===== src/hdl/cskp_pkg.sv =====
package cskp_pkg;

   // Instruction word fields
   localparam int OP_MSB = 15;
   localparam int OP_LSB = 9;
   localparam int ACC_BIT = 8;
   localparam int F_MSB = 7;

   localparam logic [6:0] OP_EQUAL = 7'h31;   // 0110 001
   localparam logic [6:0] OP_GREATER = 7'h32; // 0110 010
   localparam logic [6:0] OP_LESS = 7'h30;    // 0110 000

   // Data memory map
   localparam logic [7:0] ACCESS_SPLIT = 8'h60;
   localparam logic [7:0] INDEXED_MAX = 8'h5f;
   localparam logic [3:0] ACCESS_LOW_BANK = 4'h0;
   localparam logic [3:0] ACCESS_HIGH_BANK = 4'hf;

   // Quarter phases of one instruction cycle
   localparam logic [1:0] PH_Q1 = 2'h0;
   localparam logic [1:0] PH_Q2 = 2'h1;
   localparam logic [1:0] PH_Q3 = 2'h2;
   localparam logic [1:0] PH_Q4 = 2'h3;

   localparam logic [1:0] SKIP_ONE = 2'h1;
   localparam logic [1:0] SKIP_TWO = 2'h2;

   typedef enum logic [1:0] {
      CMP_NONE,
      CMP_EQUAL,
      CMP_GREATER,
      CMP_LESS
   } cskp_kind_e;

   typedef struct packed {
      cskp_kind_e kind;
      logic access_b;
      logic [7:0] faddr;
   } cskp_dec_s;

   typedef struct packed {
      logic rd;
      logic indexed;
      logic [11:0] addr;
   } cskp_mem_req_s;

endpackage : cskp_pkg


===== src/hdl/cskp_top.sv =====
`timescale 1ns/1ps
module cskp_top (
   input wire logic core_clk,
   input wire logic rst_b,
   input wire logic instr_valid,
   input wire logic [15:0] instr_word,
   input wire logic next_two_word,
   input wire logic [7:0] working_accumulator,
   input wire logic [3:0] bank_select_register,
   input wire logic ext_set_en,
   input wire logic [11:0] index_base,
   input wire logic [7:0] mem_rdata,
   output logic [1:0] q_phase_q,
   output cskp_pkg::cskp_mem_req_s mem_req_q,
   output logic exec_q,
   output logic skip_q,
   output logic discard_q,
   output logic result_we_q
);

   typedef enum logic [1:0] {ST_RUN, ST_EXEC, ST_SKIP} cskp_state_e;

   logic rst_meta_q;
   logic rst_sync_b_q;
   cskp_state_e state_q;
   cskp_pkg::cskp_dec_s dec_q;
   cskp_pkg::cskp_dec_s dec_d;
   logic [7:0] data_q;
   logic [1:0] skip_left_q;
   logic [8:0] diff;
   logic hit;

   always_ff @(posedge core_clk or negedge rst_b) begin
      if (!rst_b) begin
         rst_meta_q <= 1'b0;
         rst_sync_b_q <= 1'b0;
      end else begin
         rst_meta_q <= 1'b1;
         rst_sync_b_q <= rst_meta_q;
      end
   end

   always_ff @(posedge core_clk or negedge rst_sync_b_q) begin
      if (!rst_sync_b_q) begin
         q_phase_q <= cskp_pkg::PH_Q1;
      end else begin
         q_phase_q <= q_phase_q + 2'h1;
      end
   end

   always_comb begin
      dec_d.access_b = instr_word[cskp_pkg::ACC_BIT];
      dec_d.faddr = instr_word[cskp_pkg::F_MSB:0];
      unique case (instr_word[cskp_pkg::OP_MSB:cskp_pkg::OP_LSB])
         cskp_pkg::OP_EQUAL: dec_d.kind = cskp_pkg::CMP_EQUAL;
         cskp_pkg::OP_GREATER: dec_d.kind = cskp_pkg::CMP_GREATER;
         cskp_pkg::OP_LESS: dec_d.kind = cskp_pkg::CMP_LESS;
         default: dec_d.kind = cskp_pkg::CMP_NONE;
      endcase
   end

   // Only borrow and zero leave the subtractor; no flag or file is written
   assign diff = {1'b0, data_q} - {1'b0, working_accumulator};

   always_comb begin
      unique case (dec_q.kind)
         cskp_pkg::CMP_EQUAL: hit = (diff[7:0] == 8'h00);
         cskp_pkg::CMP_GREATER: hit = !diff[8] && (diff[7:0] != 8'h00);
         cskp_pkg::CMP_LESS: hit = diff[8];
         default: hit = 1'b0;
      endcase
   end

   // Instruction sequencing; a compare is taken at Q1, then advanced at the Q4 boundary
   always_ff @(posedge core_clk or negedge rst_sync_b_q) begin
      if (!rst_sync_b_q) begin
         state_q <= ST_RUN;
         dec_q <= '0;
         skip_left_q <= 2'h0;
      end else begin
         unique case (state_q)
            ST_RUN: begin
               if (q_phase_q == cskp_pkg::PH_Q1 && instr_valid &&
                   dec_d.kind != cskp_pkg::CMP_NONE) begin
                  dec_q <= dec_d;
                  state_q <= ST_EXEC;
               end
            end
            ST_EXEC: begin
               if (q_phase_q == cskp_pkg::PH_Q4) begin
                  if (skip_q) begin
                     state_q <= ST_SKIP;
                     skip_left_q <= next_two_word ? cskp_pkg::SKIP_TWO
                                                  : cskp_pkg::SKIP_ONE;
                  end else begin
                     state_q <= ST_RUN;
                  end
                  dec_q <= '0;
               end
            end
            ST_SKIP: begin
               if (q_phase_q == cskp_pkg::PH_Q4) begin
                  skip_left_q <= skip_left_q - 2'h1;
                  if (skip_left_q == cskp_pkg::SKIP_ONE) begin
                     state_q <= ST_RUN;
                  end
               end
            end
            default: state_q <= ST_RUN;
         endcase
      end
   end

   // Address resolution; the memory answers in the same cycle as the request
   always_ff @(posedge core_clk or negedge rst_sync_b_q) begin
      if (!rst_sync_b_q) begin
         mem_req_q <= '0;
      end else if (state_q == ST_RUN && q_phase_q == cskp_pkg::PH_Q1 &&
                   instr_valid && dec_d.kind != cskp_pkg::CMP_NONE) begin
         // Issued from the Q1 decode so the read stands through Q2
         mem_req_q.rd <= 1'b1;
         mem_req_q.indexed <= 1'b0;
         if (dec_d.access_b) begin
            mem_req_q.addr <= {bank_select_register, dec_d.faddr};
         end else if (ext_set_en && dec_d.faddr <= cskp_pkg::INDEXED_MAX) begin
            mem_req_q.indexed <= 1'b1;
            mem_req_q.addr <= index_base + {4'h0, dec_d.faddr};
         end else if (dec_d.faddr < cskp_pkg::ACCESS_SPLIT) begin
            mem_req_q.addr <= {cskp_pkg::ACCESS_LOW_BANK, dec_d.faddr};
         end else begin
            mem_req_q.addr <= {cskp_pkg::ACCESS_HIGH_BANK, dec_d.faddr};
         end
      end else begin
         mem_req_q.rd <= 1'b0;
      end
   end

   always_ff @(posedge core_clk or negedge rst_sync_b_q) begin
      if (!rst_sync_b_q) begin
         data_q <= 8'h00;
      end else if (mem_req_q.rd) begin
         data_q <= mem_rdata;
      end
   end

   always_ff @(posedge core_clk or negedge rst_sync_b_q) begin
      if (!rst_sync_b_q) begin
         skip_q <= 1'b0;
      end else if (state_q == ST_EXEC && q_phase_q == cskp_pkg::PH_Q3) begin
         skip_q <= hit;
      end else if (q_phase_q == cskp_pkg::PH_Q4) begin
         skip_q <= 1'b0;
      end
   end

   always_ff @(posedge core_clk or negedge rst_sync_b_q) begin
      if (!rst_sync_b_q) begin
         exec_q <= 1'b0;
         discard_q <= 1'b0;
         result_we_q <= 1'b0;
      end else begin
         exec_q <= (state_q == ST_RUN && q_phase_q == cskp_pkg::PH_Q1 &&
                    instr_valid && dec_d.kind != cskp_pkg::CMP_NONE) ||
                   (state_q == ST_EXEC && q_phase_q != cskp_pkg::PH_Q4);
         discard_q <= (state_q == ST_EXEC && q_phase_q == cskp_pkg::PH_Q4 &&
                       skip_q) ||
                      (state_q == ST_SKIP && !(q_phase_q == cskp_pkg::PH_Q4 &&
                       skip_left_q == cskp_pkg::SKIP_ONE));
         result_we_q <= 1'b0;
      end
   end

   // Checks
   int unsigned disc_cnt_q;
   always_ff @(posedge core_clk or negedge rst_sync_b_q) begin
      if (!rst_sync_b_q) begin
         disc_cnt_q <= 0;
      end else if (discard_q) begin
         disc_cnt_q <= disc_cnt_q + 1;
      end else begin
         disc_cnt_q <= 0;
      end
   end

   property p_eq_skip;
      @(posedge core_clk) disable iff (!rst_sync_b_q)
      (state_q == ST_EXEC && q_phase_q == cskp_pkg::PH_Q3 &&
       dec_q.kind == cskp_pkg::CMP_EQUAL) |=> (skip_q == (data_q ==
       $past(working_accumulator)));
   endproperty
   a_eq_skip: assert property (p_eq_skip) else $error("equal skip wrong");

   property p_gt_skip;
      @(posedge core_clk) disable iff (!rst_sync_b_q)
      (state_q == ST_EXEC && q_phase_q == cskp_pkg::PH_Q3 &&
       dec_q.kind == cskp_pkg::CMP_GREATER) |=> (skip_q == (data_q >
       $past(working_accumulator)));
   endproperty
   a_gt_skip: assert property (p_gt_skip) else $error("greater skip wrong");

   property p_lt_skip;
      @(posedge core_clk) disable iff (!rst_sync_b_q)
      (state_q == ST_EXEC && q_phase_q == cskp_pkg::PH_Q3 &&
       dec_q.kind == cskp_pkg::CMP_LESS) |=> (skip_q == (data_q <
       $past(working_accumulator)));
   endproperty
   a_lt_skip: assert property (p_lt_skip) else $error("less skip wrong");

   property p_no_write;
      @(posedge core_clk) disable iff (!rst_sync_b_q) !result_we_q;
   endproperty
   a_no_write: assert property (p_no_write) else $error("write seen");

   property p_bank;
      @(posedge core_clk) disable iff (!rst_sync_b_q)
      (state_q == ST_RUN && q_phase_q == cskp_pkg::PH_Q1 && instr_valid &&
       dec_d.kind != cskp_pkg::CMP_NONE && dec_d.access_b)
      |=> mem_req_q.rd && mem_req_q.addr == {$past(bank_select_register),
      dec_q.faddr};
   endproperty
   a_bank: assert property (p_bank) else $error("banked address wrong");

   property p_access;
      @(posedge core_clk) disable iff (!rst_sync_b_q)
      (state_q == ST_RUN && q_phase_q == cskp_pkg::PH_Q1 && instr_valid &&
       dec_d.kind != cskp_pkg::CMP_NONE && !dec_d.access_b && !ext_set_en)
      |=> mem_req_q.rd && !mem_req_q.indexed &&
      mem_req_q.addr[7:0] == dec_q.faddr;
   endproperty
   a_access: assert property (p_access) else $error("access address wrong");

   property p_indexed;
      @(posedge core_clk) disable iff (!rst_sync_b_q)
      (state_q == ST_RUN && q_phase_q == cskp_pkg::PH_Q1 && instr_valid &&
       dec_d.kind != cskp_pkg::CMP_NONE && !dec_d.access_b && ext_set_en &&
       dec_d.faddr <= cskp_pkg::INDEXED_MAX)
      |=> mem_req_q.indexed;
   endproperty
   a_indexed: assert property (p_indexed) else $error("indexed missed");

   property p_no_skip_len;
      @(posedge core_clk) disable iff (!rst_sync_b_q)
      (state_q == ST_EXEC && q_phase_q == cskp_pkg::PH_Q4 && !skip_q)
      |=> !discard_q [*4];
   endproperty
   a_no_skip_len: assert property (p_no_skip_len) else $error("stray discard");

   property p_skip_len;
      @(posedge core_clk) disable iff (!rst_sync_b_q)
      $fell(discard_q) |-> ($past(disc_cnt_q) == 3 || $past(disc_cnt_q) == 7);
   endproperty
   a_skip_len: assert property (p_skip_len) else $error("skip length wrong");

   property p_phases;
      @(posedge core_clk) disable iff (!rst_sync_b_q)
      $rose(mem_req_q.rd) |-> q_phase_q == cskp_pkg::PH_Q2 ##1
      (!mem_req_q.rd && q_phase_q == cskp_pkg::PH_Q3);
   endproperty
   a_phases: assert property (p_phases) else $error("read not in Q2");

endmodule : cskp_top


===== config.mk =====
export PLATFORM = sky130hd
export DESIGN_NAME = cskp_top
export DESIGN_NICKNAME = d
export VERILOG_FILES = /design/src/hdl/cskp_pkg.sv /design/src/hdl/cskp_top.sv
export SDC_FILE = /design/constraint.sdc
export NUM_CORES = 1
export LEC_CHECK = 0
export ABC_AREA = 1
export BUFFER_PORTS_ARGS = -buffer_cell sky130_fd_sc_hd__buf_2
export CAP_MARGIN = 0
export CORE_ASPECT_RATIO = 1.5
export CORE_MARGIN = 2
export CORE_UTILIZATION = 41
export CTS_CLUSTER_DIAMETER = 60
export DETAILED_ROUTE_END_ITERATION = 8
export GPL_ROUTABILITY_DRIVEN = 1
export PLACE_DENSITY = 0.73
export REMOVE_ABC_BUFFERS = 1
export SLEW_MARGIN = 15
export SYNTH_ARGS = -nofsm -noshare
export SYNTH_HDL_FRONTEND = slang
export SYNTH_SLANG_ARGS = --single-unit

===== constraint.sdc =====
create_clock -name core_clk -period 2.4 [get_ports core_clk]
set_input_delay 0.12 -clock core_clk [delete_from_list [all_inputs] [get_ports core_clk]]
set_output_delay 0.12 -clock core_clk [all_outputs]
set_load 0.01 [all_outputs]

== After elaboration in Yosys (flattened, before gate mapping) ==
Index checks and enable logic that the tools add are counted.

* Output and inout bits: 20
* Flip-flop bits (word level): 35
* Word-level logic and storage cells: 88
* Bits in writable memories: 0
* Memories kept: 0
* ROM bits: 0
* Bits of input ports: 53
* Latch bits: 0

* $add $sub $neg: 4
* Reduce and logical (&&, ||, !) cells: 28
* $lt $le $gt $ge: 2
* Equal/unequal tests: 17
* Shifts and indexed selects: 0
* $mul: 0
* Divide/modulo/power cells: 0
* Mux-type cells: 24
* Bitwise gates (word level): 0

{| class="wikitable"
|+ Operators with widths
! kind !! count
|-
| 12-bit 2-to-1 mux || 3
|-
| 11-bit 2-to-1 mux || 2
|-
| 11-bit one-hot mux with 2 select lines || 1
|-
| 7-bit by 6-bit == test with 1-bit output (second input constant) || 3
|-
| 2-bit 2-to-1 mux || 9
|-
| 1-bit logical AND || 13
|-
| 12-bit by 8-bit adder with 12-bit output || 1
|-
| 2-bit != test (second input constant) || 6
|-
| 2-bit one-hot mux with 3 select lines || 2
|-
| 2-bit == test (second input constant) || 5
|-
| 8-bit by 8-bit subtractor with 9-bit output || 1
|-
| 8-bit by 7-bit less-or-equal comparator with 1-bit output (second input constant) || 1
|-
| 8-bit zero test || 1
|-
| 8-bit by 7-bit less-than comparator with 1-bit output (second input constant) || 1
|-
| 4-bit AND reduction || 2
|-
| 2-bit nonzero test || 4
|-
| 8-bit nonzero test || 1
|-
| 2-bit by 1-bit == test with 1-bit output (second input constant) || 3
|-
| 1-bit 2-to-1 mux || 5
|-
| 2-bit zero test || 2
|-
| 2-bit one-hot mux with 2 select lines || 1
|-
| 1-bit one-hot mux with 3 select lines || 1
|-
| 3-bit AND reduction || 1
|-
| 2-bit by 1-bit adder with 2-bit output (second input constant) || 1
|-
| 3 further kinds || 5
|}

== Logic depth before layout (Yosys ltp) ==
* Depth after elaboration: 6
* Mapped depth: 15
* Depth with buffers taken out: 15

== Worst setup path after synthesis ==
Ideal clock, no wire load.

* Kind: register to register
* From: register data_q[0]
* To: register skip_q
* Buffers on the path: 0
* Library setup time: 117 ps
* Stages on the path, launching flop included: 16
* Arrival time: 1673 ps
* Required time: 2283 ps
* Clock period less this slack: 1790 ps
* Setup slack: 610 ps
* Path through: dfrtp_1 > inv_1 > ha_1 > fa_1 > inv_1 > nand2_1 > nand2_1 > nand3_1 > nand2_1 > nand2_1 > nand2_1 > nand4_2 > nand2_1 > nand2_1 > nand2_1 > nand2_1

* Cells in the longest elaborated chain, start to end: 5
* Elaborated cells between the ends (all ways): 7
* Those cells by class: 1 x add/sub; 2 x mux; 4 x reduce/logical

{| class="wikitable"
|+ Ends and longest elaborated chain
! item !! line !! RTL
|-
| start, declared || cskp_top.sv:28 || <nowiki>logic [7:0] data_q;</nowiki>
|-
| start signal, assigned || cskp_top.sv:142 || <nowiki>data_q <= mem_rdata;</nowiki>
|-
| 8-bit by 8-bit subtractor with 9-bit output (*) || cskp_top.sv:63 || <nowiki>assign diff = {1'b0, data_q} - {1'b0, working_accumulator};</nowiki>
|-
| 8-bit nonzero test / 1-bit zero test (equally long branches) || cskp_top.sv:68 || <nowiki>cskp_pkg::CMP_GREATER: hit = !diff[8] && (diff[7:0] != 8'h00);</nowiki>
|-
| 1-bit logical AND || cskp_top.sv:68 ||
|-
| 1-bit one-hot mux with 3 select lines (*) || cskp_top.sv:66 || <nowiki>unique case (dec_q.kind)</nowiki>
|-
| 1-bit 2-to-1 mux (*) || cskp_top.sv:149 || <nowiki>end else if (state_q == ST_EXEC && q_phase_q == cskp_pkg::PH_Q3) begin</nowiki>
|-
| end signal, assigned || cskp_top.sv:150 || <nowiki>skip_q <= hit;</nowiki>
|-
| end, declared || cskp_top.sv:16 || <nowiki>output logic skip_q,</nowiki>
|}

Every way passes the cells marked *; elsewhere a longest branch is shown, timed or not.
A chain may end at the register's enable or synchronous reset.

== Worst setup path in the final report ==
Ends and elaborated chain as after synthesis.

==> flow_summary.json <==
{
  "diodes": 0,
  "syn_inst": 329,
  "hold_viol_final": 0,
  "fp.coreArea_um2": 5790,
  "cts_tree": "built",
  "synth_top_family_by_area": "simple AND/OR/NAND/NOR gates",
  "nFillCells": 608,
  "worstSetupPathType": "reg2reg",
  "cp-end-kind": "flip-flop",
  "antenna_left": 0,
  "relSlewSlack_pct": 47.1,
  "path_max_fanout": 3,
  "synth_fa_ha_area_share_pct": 11.9,
  "min_from": "mem_rdata[1]",
  "synth_top_area_cell": "dfrtp_1",
  "grt_pass1_vias": 2392,
  "holdWs_ns": 0.0357,
  "clockBufferDepth": 2,
  "rsz0062_at_grt": "false",
  "port_buffers": 71,
  "rr_endpoint": "skip_q$_DFFE_PN0P_",
  "routabilityCongestion": 0.816,
  "finalCoreUtilization_pct": 51.8,
  "reg2reg_slack_ns": 0.40,
  "start_util_pct": 42.3,
  "required_ns": 2.57,
  "ys_seq_area_share_pct": 35.8,
  "ys_ff_latch": 35,
  "clockRootBuffer": "clkbuf_8",
  "first_pass_iters": 5,
  "vias_per_cell": 4.93,
  "yosysTopAreaCellShare_pct": 35.8,
  "clock_latency_ns": 0.29,
  "route.detailed.drc": 0,
  "startpoint_type": "flip-flop",
  "min_to": "data_q[1]$_DFFE_PN0P_",
  "grt_use_total_pct": 18.0,
  "dr.first_iter.drc_count": 80,
  "yosysWarnings": 0,
  "tightest_slew_ns": 0.794,
  "dr.max_layer_used": "met4",
  "overflow": 0,
  "die_h_um": 98.6,
  "grt_max_degree": 21,
  "ir_worst_vdd_v": 0.000208,
  "die_area_um2": 6620,
  "finalPower_w": 0.00141,
  "synth_simple_gate_area_share_pct": 27.6,
  "synth_compound_area_share_pct": 11.6,
  "wirelength_um": 5480,
  "htreeDepth": 2,
  "clock-sinks": 35,
  "hold_depth": 3,
  "area_growth_pct": 22.4,
  "powerDensity_nw_per_um2": 470,
  "finalCriticalPeriod_ns": 2.00,
  "arrival_ns": 2.17,
  "dr_wl_met3_um": 185,
  "period_share_pct": 83.1,
  "cts_setup_buffers": 0,
  "rr_worst_depth": 15,
  "drv_slew": 0,
  "worst_hold_path_type": "in2reg",
  "met2_length_um": 3060,
  "wl_met1_um": 2060,
  "dp_cells": 471,
  "stdcell_count": 480,
  "finalNetCount": 482,
  "crit_start": "data_q[0]$_DFFE_PN0P_",
  "p_leak_nw": 1.71,
  "ioPinCount": 73,
  "core.rowCount": 34,
  "dpl.hpwl_um": 4560,
  "clk_pin_slew_ns": 0.08,
  "synth.avg_cell_area_um2": 7.44,
  "final-setup-viol-count": 0,
  "synthTopCellsByArea": "dfrtp_1, nand2_1, ha_1",
  "vias": 2366,
  "die_width_um": 67.1,
  "cts_inserted_buffers": 5,
  "status": "complete, no violations",
  "antenna_found_initial": 0,
  "synthMuxAreaShare_pct": 2.76,
  "fmax_ghz": 0.501,
  "reg2reg_from": "data_q[0]$_DFFE_PN0P_",
  "synthXorXnorAreaFrac_pct": 1.79,
  "grt_pass1_wl_um": 9480,
  "setup_tns_ns": 0,
  "cts_resized": 0,
  "fin_skew_ns": 0.00936,
  "layout-drive-gt1-share_pct": 25.0,
  "wl_per_cell_um": 11.4,
  "cap_viol_max_count": 0,
  "syn-cell-area_um2": 2450,
  "synth.distinct_cells": 31
}
metal layers:
layer,vias to the layer above,track usage (%)
met5,-,0
met4,0,9.58
met3,17,2.05
met2,56,34.8
met1,1074,17.6
li1,1219,-
cell usage in the layout, fill, tap and decap left out, types with 2 or more instances in the layout:
cell type,synthesis,final
mux2_2,6,6
nand3_1,24,24
buf_2,3,71
nand2_1,86,86
inv_2,2,2
conb_1,2,2
o21ai_1,12,12
buf_4,1,4
dfrtp_1,35,35
nand2_2,4,4
fa_1,2,2
ha_1,20,20
nand4_2,2,2
o211ai_1,3,3
nand4_1,2,2
a21oi_1,16,16
xor2_1,2,2
inv_1,45,45
xnor2_1,3,3
clkinvlp_4,0,2
clkbuf_8,0,5
o22ai_1,4,4
nor2_1,30,30
nand3b_1,3,3
o21ai_0,14,14
cells in the mapped netlist, drive strengths merged:
library cell and n:
nand2 90, inv 47, dfrtp 35, nor2 32, o21ai 27, nand3 25
ha 20, a21oi 17, mux2 6, buf 4, nand4 4, o22ai 4
nand3b 3, o211ai 3, xnor2 3, conb 2, fa 2, xor2 2
clkbuf 1, nor3b 1, o22a 1
registers in the layout, summed over array words and instances (netlist names):
name	flops
skip_left_q	2
state_q	2
q_phase_q	2
rst_meta_q	1
rst_sync_b_q	1
dec_q	2
discard_q	1
skip_q	1
mem_req_q	14
exec_q	1
data_q	8
final cells by class:
cell class / instances / area (um2) / area share [%]
Multi-Input combinational cell: 242 / 1370 / 45.7
Tap cell: 72 / 90.1 / 3.01
Clock buffer: 5 / 68.8 / 2.30
Clock inverter: 3 / 20.0 / 0.668
Timing Repair Buffer: 76 / 395 / 13.2
Sequential cell: 35 / 876 / 29.2
Inverter: 47 / 176 / 5.89
stage by stage:
| step | instance area (um2) | setup WS [ns] |
|---|---|---|
| floorplan | 2420 | 0.610 |
| global placement | 2900 | 0.528 |
| detailed placement | 2900 | 0.431 |
| CTS | 3000 | 0.416 |
| global route | 3000 | 0.231 |
| finish | 3000 | 0.405 |
kinds of logic after synthesis:
family,after synthesis
and+or+nand+nor,155
AOI/OAI and AO/OA,52
buffers and inverters,52
DFF,35
adders and majority gates,22
muxes,6
xor gates and xnor gates,5
other,2
what timing repair did:
item	in CTS	in global routing
hold endpoints to repair	2	0
setup endpoints to repair	0	0
hold buffers	1	0
worst max-delay path by stage:
| stage | slack (ns) | depth (start not counted) | endpoint |
|---|---|---|---|
| floorplan | 0.61 | 15 | skip_q$_DFFE_PN0P_ |
| global placement | 0.53 | 15 | skip_q$_DFFE_PN0P_ |
| detailed placement | 0.43 | 15 | skip_q$_DFFE_PN0P_ |
| CTS | 0.42 | 15 | skip_q$_DFFE_PN0P_ |
| global route | 0.23 | 15 | skip_q$_DFFE_PN0P_ |
| finish | 0.40 | 15 | skip_q$_DFFE_PN0P_ |
report_power, final:
part	internal, W	total [W]	switching [W]
registers	0.000617	0.000637	0.0000203
logic	0.000148	0.000347	0.000198
clock network	0.000202	0.000423	0.000221
worst max-delay path, stage by stage, from the launching register on:
cell	delay, ns
dfrtp_1	0.32
inv_1	0.04
ha_1	0.19
fa_1	0.41
inv_1	0.10
nand2_1	0.06
nand2_1	0.11
nand3_1	0.10
nand2_1	0.07
nand2_1	0.05
nand2_1	0.07
nand4_2	0.12
nand2_1	0.07
nand2_1	0.05
nand2_1	0.07
nand2_1	0.05
No activity file was read; power rests on OpenSTA's default activity.
